[src/hw/drive_pkg.sv]
// constants and types for the drive state and mode block
package drive_pkg;

  // object indices
  localparam logic [15:0] IDX_CTL_WORD  = 16'h6040;
  localparam logic [15:0] IDX_STATUS    = 16'h6041;
  localparam logic [15:0] IDX_SLOW_STOP = 16'h6050;
  localparam logic [15:0] IDX_FAST_STOP = 16'h6051;
  localparam logic [15:0] IDX_QS_OPT    = 16'h605A;
  localparam logic [15:0] IDX_FR_OPT    = 16'h605E;
  localparam logic [15:0] IDX_MODE_SEL  = 16'h6060;
  localparam logic [15:0] IDX_MODE_DISP = 16'h6061;

  // reset values
  localparam logic [15:0] RST_CTL_WORD  = 16'h0000;
  localparam logic [31:0] RST_STOP_TIME = 32'h0000_0000;
  localparam logic [15:0] RST_OPTION    = 16'h0000;
  localparam logic [7:0]  RST_MODE      = 8'h07;

  // status word bit positions
  localparam int SW_RDY_ON   = 0;
  localparam int SW_ON       = 1;
  localparam int SW_OP_EN    = 2;
  localparam int SW_FAULT    = 3;
  localparam int SW_VOLT     = 4;
  localparam int SW_QSTOP    = 5;
  localparam int SW_ON_DIS   = 6;
  localparam int SW_WARN     = 7;
  localparam int SW_TARGET   = 10;
  localparam int SW_MODE_A   = 12;
  localparam int SW_MODE_B   = 13;

  // control word bit positions
  localparam int CW_SWITCH   = 0;
  localparam int CW_VOLT     = 1;
  localparam int CW_QSTOP_N  = 2;
  localparam int CW_ENABLE   = 3;
  localparam int CW_FLT_RST  = 7;

  // operating mode codes
  localparam logic [7:0] MODE_PROF_POS = 8'h01;
  localparam logic [7:0] MODE_PROF_VEL = 8'h03;
  localparam logic [7:0] MODE_PROF_TRQ = 8'h04;
  localparam logic [7:0] MODE_HOMING   = 8'h06;
  localparam logic [7:0] MODE_INTERP   = 8'h07;

  // stop option codes
  localparam logic [15:0] QS_COAST     = 16'h0000;
  localparam logic [15:0] QS_FAST_DIS  = 16'h0001;
  localparam logic [15:0] QS_SLOW_DIS  = 16'h0002;
  localparam logic [15:0] QS_FAST_HOLD = 16'h0003;
  localparam logic [15:0] QS_SLOW_HOLD = 16'h0004;
  localparam logic [15:0] FR_FAST      = 16'h0001;
  localparam logic [15:0] FR_SLOW      = 16'h0002;

  // timing
  localparam int unsigned STOP_UNIT_MS  = 1;
  localparam int unsigned MS_IN_PS      = 1000000000;
  localparam int unsigned CLK_PERIOD_PS = 25000;
  localparam int unsigned MS_CYCLES     =
    (STOP_UNIT_MS * MS_IN_PS) / CLK_PERIOD_PS;

  // divider length
  localparam logic [5:0] DIV_LAST = 6'h1F;

  // number of synchronised condition inputs
  localparam int SYNC_W = 9;

  typedef enum logic [2:0] {
    ST_NOT_READY,
    ST_ON_DISABLED,
    ST_READY,
    ST_SWITCHED_ON,
    ST_OP_ENABLED,
    ST_QSTOP,
    ST_FAULT_REACT,
    ST_FAULT
  } drive_state_t;

  typedef enum logic [1:0] {
    RG_IDLE,
    RG_DIV,
    RG_RUN,
    RG_HELD
  } ramp_state_t;

endpackage

[src/hw/stop_ramp_gen.sv]
// linear stop ramp generator with millisecond timebase
`timescale 1ns/10ps
module stop_ramp_gen
  import drive_pkg::*;
#(
  parameter int unsigned CYCLES_PER_MS = MS_CYCLES
) (
  // clock and reset
  input  wire logic               ref_clk,
  input  wire logic               sys_rst,
  // control
  input  wire logic               start,
  input  wire logic               stop_active,
  input  wire logic        [31:0] stop_time_ms,
  // speed path
  input  wire logic signed [31:0] speed_in,
  output logic signed      [31:0] speed_out,
  output logic                    busy
);

  ramp_state_t        rstate,   next_rstate;
  logic        [31:0] mag,      next_mag;
  logic               neg,      next_neg;
  logic        [31:0] tms,      next_tms;
  logic        [31:0] dvd,      next_dvd;
  logic        [31:0] quo,      next_quo;
  logic        [32:0] rem,      next_rem;
  logic        [5:0]  bitc,     next_bitc;
  logic        [31:0] tick_cnt, next_tick_cnt;
  logic        [31:0] ms_cnt,   next_ms_cnt;
  logic        [32:0] racc,     next_racc;
  logic signed [31:0] next_speed_out;
  logic               next_busy;

  always_comb begin
    logic [32:0] trial;
    logic [32:0] sum;
    logic        carry;
    logic [31:0] in_mag;
    trial = {rem[31:0], dvd[31]};
    sum = racc + rem;
    carry = (sum >= {1'b0, tms});
    in_mag = speed_in[31] ? 32'(-speed_in) : 32'(speed_in);
    next_rstate = rstate;
    next_mag = mag;
    next_neg = neg;
    next_tms = tms;
    next_dvd = dvd;
    next_quo = quo;
    next_rem = rem;
    next_bitc = bitc;
    next_tick_cnt = tick_cnt;
    next_ms_cnt = ms_cnt;
    next_racc = racc;
    unique case (rstate)
      RG_IDLE: begin
        next_mag = in_mag;
        next_neg = speed_in[31];
        if (start) begin
          next_tms = stop_time_ms;
          next_dvd = in_mag;
          next_quo = 32'h0000_0000;
          next_rem = 33'h0_0000_0000;
          next_bitc = 6'h00;
          if (stop_time_ms == RST_STOP_TIME) begin
            next_mag = 32'h0000_0000;
            next_rstate = RG_HELD;
          end else begin
            next_rstate = RG_DIV;
          end
        end
      end
      RG_DIV: begin
        // per-ms step and remainder of the linear descent
        next_rem = (trial >= {1'b0, tms}) ? 33'(trial - tms) : trial;
        next_quo = {quo[30:0], trial >= {1'b0, tms}};
        next_dvd = {dvd[30:0], 1'b0};
        next_bitc = 6'(bitc + 6'h01);
        if (bitc == DIV_LAST) begin
          next_tick_cnt = 32'h0000_0000;
          next_ms_cnt = 32'h0000_0000;
          next_racc = 33'h0_0000_0000;
          next_rstate = RG_RUN;
        end
      end
      RG_RUN: begin
        if (tick_cnt == 32'(CYCLES_PER_MS - 1)) begin
          next_tick_cnt = 32'h0000_0000;
          next_racc = carry ? 33'(sum - tms) : sum;
          next_mag = 32'(mag - quo - {31'h0000_0000, carry});
          next_ms_cnt = 32'(ms_cnt + 32'h0000_0001);
          if (ms_cnt == 32'(tms - 32'h0000_0001)) begin
            next_mag = 32'h0000_0000;
            next_rstate = RG_HELD;
          end
        end else begin
          next_tick_cnt = 32'(tick_cnt + 32'h0000_0001);
        end
      end
      RG_HELD: begin
        next_mag = 32'h0000_0000;
        if (!stop_active) begin
          next_rstate = RG_IDLE;
        end
      end
    endcase
    if ((rstate == RG_DIV || rstate == RG_RUN) && !stop_active) begin
      next_rstate = RG_IDLE;
    end
    next_speed_out = next_neg ? -$signed(next_mag) : $signed(next_mag);
    next_busy = (next_rstate == RG_DIV) || (next_rstate == RG_RUN);
  end

  always_ff @(posedge ref_clk or posedge sys_rst) begin
    if (sys_rst) begin
      rstate <= RG_IDLE;
      mag <= 32'h0000_0000;
      neg <= 1'b0;
      tms <= 32'h0000_0000;
      dvd <= 32'h0000_0000;
      quo <= 32'h0000_0000;
      rem <= 33'h0_0000_0000;
      bitc <= 6'h00;
      tick_cnt <= 32'h0000_0000;
      ms_cnt <= 32'h0000_0000;
      racc <= 33'h0_0000_0000;
      speed_out <= 32'sh0000_0000;
      busy <= 1'b0;
    end else begin
      rstate <= next_rstate;
      mag <= next_mag;
      neg <= next_neg;
      tms <= next_tms;
      dvd <= next_dvd;
      quo <= next_quo;
      rem <= next_rem;
      bitc <= next_bitc;
      tick_cnt <= next_tick_cnt;
      ms_cnt <= next_ms_cnt;
      racc <= next_racc;
      speed_out <= next_speed_out;
      busy <= next_busy;
    end
  end

endmodule

[src/hw/drive_state_status_mode_select.sv]
// drive state machine, status word, stop options and mode selection
`timescale 1ns/10ps
module drive_state_status_mode_select
  import drive_pkg::*;
#(
  parameter int unsigned CYCLES_PER_MS = MS_CYCLES
) (
  // clock and reset
  input  wire logic               ref_clk,
  input  wire logic               sys_rst,
  // object access
  input  wire logic        [15:0] obj_index,
  input  wire logic               obj_wr,
  input  wire logic               obj_rd,
  input  wire logic        [31:0] obj_wdata,
  output logic             [31:0] obj_rdata,
  output logic                    obj_ack,
  output logic                    obj_err,
  // drive condition pins
  input  wire logic               fault_det,
  input  wire logic               warning_det,
  input  wire logic               voltage_ok,
  input  wire logic               target_reached,
  input  wire logic               setpoint_ack,
  input  wire logic               homing_done,
  input  wire logic               homing_err,
  input  wire logic               follow_err,
  input  wire logic               interp_active,
  // speed path
  input  wire logic signed [31:0] speed_cmd_in,
  output logic signed      [31:0] speed_cmd_out,
  output logic                    torque_enable,
  // state view
  output logic             [15:0] drive_status_word,
  output logic             [7:0]  operating_mode_display
);

  // pin synchronisers
  logic [SYNC_W-1:0] sync_raw;
  logic [SYNC_W-1:0] sync_a;
  logic [SYNC_W-1:0] sync_b;

  assign sync_raw = {interp_active, follow_err, homing_err, homing_done,
                     setpoint_ack, target_reached, voltage_ok, warning_det,
                     fault_det};

  genvar gi;
  generate
    for (gi = 0; gi < SYNC_W; gi++) begin : g_sync
      always_ff @(posedge ref_clk or posedge sys_rst) begin
        if (sys_rst) begin
          sync_a[gi] <= 1'b0;
          sync_b[gi] <= 1'b0;
        end else begin
          sync_a[gi] <= sync_raw[gi];
          sync_b[gi] <= sync_a[gi];
        end
      end
    end
  endgenerate

  logic fault_s, warn_s, volt_s, target_s, ack_s;
  logic homed_s, home_err_s, follow_s, interp_s;
  assign {interp_s, follow_s, home_err_s, homed_s, ack_s, target_s,
          volt_s, warn_s, fault_s} = sync_b;

  // object registers
  logic        [15:0] ctl_word,              next_ctl_word;
  logic        [31:0] slow_stop_time,        next_slow_stop_time;
  logic        [31:0] fast_stop_time,        next_fast_stop_time;
  logic        [15:0] quick_stop_option,     next_quick_stop_option;
  logic        [15:0] fault_reaction_option, next_fault_reaction_option;
  logic        [7:0]  operating_mode_select, next_operating_mode_select;
  logic        [7:0]  next_mode_display;
  logic        [31:0] next_obj_rdata;
  logic               next_obj_ack;
  logic               next_obj_err;
  logic               flt_rst_edge,          next_flt_rst_edge;

  function automatic logic mode_ok(input logic [7:0] m);
    mode_ok = (m == MODE_PROF_POS) || (m == MODE_PROF_VEL) ||
              (m == MODE_PROF_TRQ) || (m == MODE_HOMING) ||
              (m == MODE_INTERP);
  endfunction

  always_comb begin
    next_ctl_word = ctl_word;
    next_slow_stop_time = slow_stop_time;
    next_fast_stop_time = fast_stop_time;
    next_quick_stop_option = quick_stop_option;
    next_fault_reaction_option = fault_reaction_option;
    next_operating_mode_select = operating_mode_select;
    next_mode_display = operating_mode_display;
    next_obj_rdata = obj_rdata;
    next_obj_ack = obj_wr || obj_rd;
    next_obj_err = 1'b0;
    next_flt_rst_edge = 1'b0;
    if (obj_wr) begin
      unique case (obj_index)
        IDX_CTL_WORD: begin
          next_ctl_word = obj_wdata[15:0];
          next_flt_rst_edge = obj_wdata[CW_FLT_RST] && !ctl_word[CW_FLT_RST];
        end
        IDX_SLOW_STOP: next_slow_stop_time = obj_wdata;
        IDX_FAST_STOP: next_fast_stop_time = obj_wdata;
        IDX_QS_OPT:    next_quick_stop_option = obj_wdata[15:0];
        IDX_FR_OPT:    next_fault_reaction_option = obj_wdata[15:0];
        IDX_MODE_SEL: begin
          next_operating_mode_select = obj_wdata[7:0];
          if (mode_ok(obj_wdata[7:0])) begin
            next_mode_display = obj_wdata[7:0];
          end
        end
        default: next_obj_err = 1'b1;
      endcase
    end else if (obj_rd) begin
      unique case (obj_index)
        IDX_CTL_WORD:  next_obj_rdata = {16'h0000, ctl_word};
        IDX_STATUS:    next_obj_rdata = {16'h0000, drive_status_word};
        IDX_SLOW_STOP: next_obj_rdata = slow_stop_time;
        IDX_FAST_STOP: next_obj_rdata = fast_stop_time;
        IDX_QS_OPT:    next_obj_rdata = {16'h0000, quick_stop_option};
        IDX_FR_OPT:    next_obj_rdata = {16'h0000, fault_reaction_option};
        IDX_MODE_SEL:  next_obj_rdata = {24'h00_0000, operating_mode_select};
        IDX_MODE_DISP: next_obj_rdata = {24'h00_0000, operating_mode_display};
        default: begin
          next_obj_rdata = 32'h0000_0000;
          next_obj_err = 1'b1;
        end
      endcase
    end
  end

  always_ff @(posedge ref_clk or posedge sys_rst) begin
    if (sys_rst) begin
      ctl_word <= RST_CTL_WORD;
      slow_stop_time <= RST_STOP_TIME;
      fast_stop_time <= RST_STOP_TIME;
      quick_stop_option <= RST_OPTION;
      fault_reaction_option <= RST_OPTION;
      operating_mode_select <= RST_MODE;
      operating_mode_display <= RST_MODE;
      obj_rdata <= 32'h0000_0000;
      obj_ack <= 1'b0;
      obj_err <= 1'b0;
      flt_rst_edge <= 1'b0;
    end else begin
      ctl_word <= next_ctl_word;
      slow_stop_time <= next_slow_stop_time;
      fast_stop_time <= next_fast_stop_time;
      quick_stop_option <= next_quick_stop_option;
      fault_reaction_option <= next_fault_reaction_option;
      operating_mode_select <= next_operating_mode_select;
      operating_mode_display <= next_mode_display;
      obj_rdata <= next_obj_rdata;
      obj_ack <= next_obj_ack;
      obj_err <= next_obj_err;
      flt_rst_edge <= next_flt_rst_edge;
    end
  end

  // control word decode
  logic cmd_shutdown, cmd_switch_on, cmd_enable, cmd_dis_volt, cmd_qstop;
  assign cmd_shutdown  = ctl_word[CW_QSTOP_N] && ctl_word[CW_VOLT] &&
                         !ctl_word[CW_SWITCH];
  assign cmd_switch_on = ctl_word[CW_QSTOP_N] && ctl_word[CW_VOLT] &&
                         ctl_word[CW_SWITCH] && !ctl_word[CW_ENABLE];
  assign cmd_enable    = ctl_word[CW_QSTOP_N] && ctl_word[CW_VOLT] &&
                         ctl_word[CW_SWITCH] && ctl_word[CW_ENABLE];
  assign cmd_dis_volt  = !ctl_word[CW_VOLT];
  assign cmd_qstop     = ctl_word[CW_VOLT] && !ctl_word[CW_QSTOP_N];

  // drive state machine
  drive_state_t       state,      next_state;
  logic               stop_coast, next_stop_coast;
  logic               stop_hold,  next_stop_hold;
  logic               ramp_start, next_ramp_start;
  logic        [31:0] ramp_time,  next_ramp_time;
  logic               stop_act,   next_stop_act;
  logic               next_torque;
  logic signed [31:0] next_speed;
  logic        [15:0] next_status;
  logic signed [31:0] ramp_speed;
  logic               ramp_busy;
  logic               stop_done;

  assign stop_done = !ramp_busy && !ramp_start;

  always_comb begin
    next_state = state;
    next_stop_coast = stop_coast;
    next_stop_hold = stop_hold;
    next_ramp_start = 1'b0;
    next_ramp_time = ramp_time;
    if (fault_s && state != ST_FAULT_REACT && state != ST_FAULT) begin
      next_state = ST_FAULT_REACT;
      next_stop_hold = 1'b0;
      if (torque_enable && (fault_reaction_option == FR_FAST ||
                            fault_reaction_option == FR_SLOW)) begin
        next_stop_coast = 1'b0;
        next_ramp_start = 1'b1;
        next_ramp_time = (fault_reaction_option == FR_FAST) ?
                         fast_stop_time : slow_stop_time;
      end else begin
        next_stop_coast = 1'b1;
      end
    end else begin
      unique case (state)
        ST_NOT_READY: next_state = ST_ON_DISABLED;
        ST_ON_DISABLED: begin
          if (cmd_shutdown) next_state = ST_READY;
        end
        ST_READY: begin
          if (cmd_dis_volt || cmd_qstop) next_state = ST_ON_DISABLED;
          else if (cmd_switch_on || cmd_enable) next_state = ST_SWITCHED_ON;
        end
        ST_SWITCHED_ON: begin
          if (cmd_dis_volt || cmd_qstop) next_state = ST_ON_DISABLED;
          else if (cmd_shutdown) next_state = ST_READY;
          else if (cmd_enable) next_state = ST_OP_ENABLED;
        end
        ST_OP_ENABLED: begin
          if (cmd_dis_volt) next_state = ST_ON_DISABLED;
          else if (cmd_shutdown) next_state = ST_READY;
          else if (cmd_switch_on) next_state = ST_SWITCHED_ON;
          else if (cmd_qstop) begin
            next_state = ST_QSTOP;
            next_stop_hold = (quick_stop_option == QS_FAST_HOLD) ||
                             (quick_stop_option == QS_SLOW_HOLD);
            next_stop_coast = !((quick_stop_option == QS_FAST_DIS) ||
                                (quick_stop_option == QS_SLOW_DIS) ||
                                next_stop_hold);
            next_ramp_start = !next_stop_coast;
            next_ramp_time = ((quick_stop_option == QS_FAST_DIS) ||
                              (quick_stop_option == QS_FAST_HOLD)) ?
                             fast_stop_time : slow_stop_time;
          end
        end
        ST_QSTOP: begin
          if (cmd_dis_volt) next_state = ST_ON_DISABLED;
          else if (!stop_hold && stop_done) next_state = ST_ON_DISABLED;
          else if (stop_hold && stop_done && cmd_enable)
            next_state = ST_OP_ENABLED;
        end
        ST_FAULT_REACT: begin
          if (stop_done) next_state = ST_FAULT;
        end
        ST_FAULT: begin
          if (flt_rst_edge) next_state = ST_ON_DISABLED;
        end
      endcase
    end
    next_stop_act = (next_state == ST_QSTOP) ||
                    (next_state == ST_FAULT_REACT);
    unique case (next_state)
      ST_OP_ENABLED: next_torque = 1'b1;
      ST_QSTOP, ST_FAULT_REACT: next_torque = !next_stop_coast;
      default: next_torque = 1'b0;
    endcase
    next_speed = next_torque ? ramp_speed : 32'sh0000_0000;
    unique case (next_state)
      ST_NOT_READY:   next_status = 16'h0000;
      ST_ON_DISABLED: next_status = 16'h0040;
      ST_READY:       next_status = 16'h0021;
      ST_SWITCHED_ON: next_status = 16'h0023;
      ST_OP_ENABLED:  next_status = 16'h0027;
      ST_QSTOP:       next_status = 16'h0007;
      ST_FAULT_REACT: next_status = 16'h000F;
      ST_FAULT:       next_status = 16'h0008;
    endcase
    next_status[SW_VOLT] = volt_s;
    next_status[SW_WARN] = warn_s;
    next_status[SW_TARGET] = target_s;
    unique case (operating_mode_display)
      MODE_PROF_POS: begin
        next_status[SW_MODE_A] = ack_s;
        next_status[SW_MODE_B] = follow_s;
      end
      MODE_HOMING: begin
        next_status[SW_MODE_A] = homed_s;
        next_status[SW_MODE_B] = home_err_s;
      end
      MODE_INTERP: next_status[SW_MODE_A] = interp_s;
      MODE_PROF_VEL: next_status[SW_MODE_A] = (ramp_speed == 0);
      default: next_status[SW_MODE_A] = 1'b0;
    endcase
  end

  always_ff @(posedge ref_clk or posedge sys_rst) begin
    if (sys_rst) begin
      state <= ST_NOT_READY;
      stop_coast <= 1'b0;
      stop_hold <= 1'b0;
      ramp_start <= 1'b0;
      ramp_time <= RST_STOP_TIME;
      stop_act <= 1'b0;
      torque_enable <= 1'b0;
      speed_cmd_out <= 32'sh0000_0000;
      drive_status_word <= 16'h0000;
    end else begin
      state <= next_state;
      stop_coast <= next_stop_coast;
      stop_hold <= next_stop_hold;
      ramp_start <= next_ramp_start;
      ramp_time <= next_ramp_time;
      stop_act <= next_stop_act;
      torque_enable <= next_torque;
      speed_cmd_out <= next_speed;
      drive_status_word <= next_status;
    end
  end

  stop_ramp_gen #(
    .CYCLES_PER_MS (CYCLES_PER_MS)
  ) u_ramp (
    .ref_clk      (ref_clk),
    .sys_rst      (sys_rst),
    .start        (ramp_start),
    .stop_active  (stop_act),
    .stop_time_ms (ramp_time),
    .speed_in     (speed_cmd_in),
    .speed_out    (ramp_speed),
    .busy         (ramp_busy)
  );

endmodule

[config.mk]
export PLATFORM = sky130hd
export DESIGN_NAME = drive_state_status_mode_select
export DESIGN_NICKNAME = d
export VERILOG_FILES = /design/src/hw/drive_pkg.sv /design/src/hw/stop_ramp_gen.sv /design/src/hw/drive_state_status_mode_select.sv
export SDC_FILE = /design/constraint.sdc
export NUM_CORES = 2
export LEC_CHECK = 0
export BUFFER_PORTS_ARGS = -buffer_cell sky130_fd_sc_hd__buf_2
export CORE_ASPECT_RATIO = 0.8
export CORE_UTILIZATION = 45
export DETAILED_ROUTE_END_ITERATION = 7
export HOLD_SLACK_MARGIN = 0.08
export PLACE_DENSITY = 0.62
export SLEW_MARGIN = 20
export SYNTH_ARGS = -nofsm -noshare
export SYNTH_HDL_FRONTEND = slang
export SYNTH_SLANG_ARGS = --single-unit
export TNS_END_PERCENT = 100
[constraint.sdc]
create_clock -name ref_clk -period 21.4 [get_ports ref_clk]
set_input_delay 3.21 -clock ref_clk [delete_from_list [all_inputs] [get_ports ref_clk]]
set_output_delay 3.21 -clock ref_clk [all_outputs]
set_load 0.05 [all_outputs]
==> flow_metrics.env <==
export IMPL_grt_use_total_pct=25.3
export IMPL_drt_initial_drc_count=2135
export IMPL_min_period_over_period_pct=44.3
export IMPL_cts_setup_buffers=0
export IMPL_gr_total_overflow=0
export IMPL_gp_congestion=0.904
export IMPL_nNetsFinal=3940
export IMPL_syn_avg_cell_area_um2=9.39
export IMPL_synth_seq_cells=563
export IMPL_dp_hpwl_mm=69.6
export IMPL_numPortBuffers=178
export IMPL_synthesis_area_um2=33200
export IMPL_r2r_worst_path_cells=37
export IMPL_slowest_stage="fa_1"
export IMPL_critPathTopFamily="compound AO/OA/AOI/OAI gates"
export IMPL_chipHeight_um=245
export IMPL_ir_drop_mv=0.150
export IMPL_clkLatencyLatePin_ns=0.68
export IMPL_cts_sinks=563
export IMPL_final_antenna_net_count=0
export IMPL_finalMaxSlewViolations=0
export IMPL_maxCapViolations=0
export IMPL_crit_fanout=5
export IMPL_antenna_found_initial=7
export IMPL_areaGrowthSynthToFinish_pct=12.2
export IMPL_setup_viol=0
export IMPL_first_global_vias=25900
export IMPL_fin_hold_ws_ns=0.344
export IMPL_worst_slew_pin_slew_ns=1.05
export IMPL_crit_buf_inv=2
export IMPL_fin_crit_ns=9.47
export IMPL_crit_top_cell="a21oi_1"
export IMPL_final_hold_viol_count=0
export IMPL_cts_tree="done"
export IMPL_synth_area_leaders="dfrtp_1 (42%), ha_1 (6.3%), mux2_2 (5.4%)"
export IMPL_die_area_um2=74800
export IMPL_path_depth=37
export IMPL_netlist_area_leader_share_pct=42.0
export IMPL_viasPerCell=5.76
export IMPL_drive_gt1_share_pct=14.6
export IMPL_grt_max_degree=82
export IMPL_p_per_area_nw_per_um2=137
export IMPL_max_clock_freq_mhz=106
export IMPL_grt_pass1_wl_mm=150
export IMPL_synthArstFlopShare_pct=100
export IMPL_arrival_ns=10.02
export IMPL_start_util_pct=45.7
export IMPL_skew_ns=0.0351
export IMPL_ys_types=96
export IMPL_crit_required_ns=21.95
export IMPL_critPathCaptureType="flip-flop"
export IMPL_min_path_cells=0
export IMPL_ys_seq_area_share_pct=42.5
export IMPL_fin_setup_tns_ns=0
export IMPL_hold_buffers=0
export IMPL_syn_inst=3536
export IMPL_die_x_um=306
export IMPL_synth_enable_flop_cells=0
export IMPL_cts_resized=0
export IMPL_root_buffer="clkbuf_16"
export IMPL_cts_made_buffers=59
export IMPL_yosys_warnings=0
export IMPL_core_area_um2=72600
export IMPL_clock_path_buffers=3
export IMPL_wl_per_cell_um=20.4
export IMPL_hold_path_class="flip-flop to flip-flop"
export IMPL_status="complete, no violations"
export IMPL_worstSetupPathType="flip-flop to flip-flop"
export IMPL_wl_mm=95.2
export IMPL_rrSetupSlack_ns=11.93
export IMPL_drc=0
export IMPL_first_pass_iters=7
export IMPL_routed_via_count=26900
export IMPL_h_tree_depth=2
export IMPL_crit_path_max_incr_delay_ns=0.54
export IMPL_path_clk_slew_ns=0.07
export IMPL_num_rows=88
export IMPL_power_leakage_uw=0.0177
export IMPL_ioPinCount=184
export IMPL_grt_setup_unrepaired="false"
export IMPL_synth_top_cell_by_area="dfrtp_1"
export IMPL_fillCellCount=6670
export IMPL_maxSlewHeadroom_pct=29.5
export IMPL_start_kind="flip-flop"
export IMPL_synthFlopType="dfrtp_1"
[flip-flops by register name (all words and copies together), names as in the netlist, 31 cells and up]
signal            cells
ramp_time            32
u_ramp.tms           32
u_ramp.racc          33
u_ramp.dvd           32
u_ramp.ms_cnt        32
speed_cmd_out        32
obj_rdata            32
fast_stop_time       32
u_ramp.mag           31
u_ramp.speed_out     32
u_ramp.rem           33
slow_stop_time       32
u_ramp.tick_cnt      32
u_ramp.quo           32
[final timing paths]
| path | endpoint | start |
|---|---|---|
| setup / recovery | u_ramp.speed_out[31]$_DFF_PP0_ | u_ramp.rem[1]$_DFFE_PP0P_ |
| hold / removal | home_err_s$_DFF_PP0_ | sync_a[6]$_DFF_PP0_ |
| setup reg to reg | u_ramp.speed_out[31]$_DFF_PP0_ | u_ramp.rem[1]$_DFFE_PP0P_ |
| hold reg to reg | home_err_s$_DFF_PP0_ | sync_a[6]$_DFF_PP0_ |
| max in group asynchronous | fast_stop_time[31]$_DFFE_PP0P_ | sys_rst |
| min in group asynchronous | u_ramp.mag[12]$_DFF_PP0_ | sys_rst |
[metrics by stage]
step	utilization (%)	area [um2]	std cells	total power [uW]	setup slack, ns
after floorplan	-	33200	3540	3300	2.45
after global placement	48.4	35100	4559	3970	12.37
after detailed placement	48.4	35100	4559	3980	12.21
after CTS	51.3	37200	4668	5090	12.08
after global routing	51.3	37200	4670	5440	11.14
final	51.3	37200	4670	5100	11.93
[area by class of cell]
| cell class | count | area (um2) | area share, % |
|---|---|---|---|
| multi-input combinational | 2633 | 17900 | 48.0 |
| sequential | 563 | 14100 | 37.9 |
| clock buffer | 83 | 1750 | 4.69 |
| timing repair buffer | 219 | 1220 | 3.28 |
| tap | 945 | 1180 | 3.18 |
| inverter | 200 | 758 | 2.04 |
| clock inverter | 26 | 354 | 0.951 |
| antenna | 1 | 2.50 | 0.00672 |
[metal layers]
metal / vias up / track usage, % / share of wire, %
li1: 12900 / - / -
met1: 13100 / 38.6 / 49
met3: 132 / 3.76 / 6.2
met2: 794 / 37.0 / 42
met5: - / 0 / 0.023
met4: 4 / 6.98 / 2.3
[cells in the final DEF (no fill, tap or decap), drive strengths merged, types with 89 or more instances in the layout]
| cell | instances |
|---|---|
| a21oi | 201 |
| buf | 219 |
| dfrtp | 557 |
| ha | 166 |
| inv | 201 |
| mux2 | 158 |
| mux2i | 89 |
| nand2 | 390 |
| nand3 | 100 |
| nor2 | 236 |
| o21ai | 281 |
| xnor2 | 130 |
| xor2 | 128 |
[synth_stat cells (all sizes together) (42+ instances only)]
| cell | n |
|---|---|
| nand4 | 44 |
| a21o | 55 |
| o21ai | 281 |
| mux2i | 89 |
| clkbuf | 125 |
| a21oi | 201 |
| inv | 200 |
| nand3 | 100 |
| nor2b | 53 |
| nand2 | 390 |
| xnor2 | 130 |
| ha | 166 |
| nor3 | 60 |
| xor2 | 128 |
| dfrtp | 557 |
| nor2 | 236 |
| mux2 | 158 |
| a31oi | 42 |
[logic make-up (layout without fill, tap and decap cells)]
group,count (synthesis),in the layout,synth area share (%)
mux,247,247,8.05
simple gates,1095,1095,15.9
flops,563,563,42.5
buf+inv,344,528,4.00
compound gates,857,857,16.2
fa+ha+maj,171,171,6.56
other cells,1,6,0.0113
xor+xnor,258,258,6.81
[report_power, final]
| group | internal [uW] | total [uW] | switching, uW |
|---|---|---|---|
| Combinational | 1030 | 2710 | 1670 |
| Sequential | 1190 | 1300 | 110 |
| Clock | 633 | 1100 | 464 |
Power figures use the tool's default switching activity.
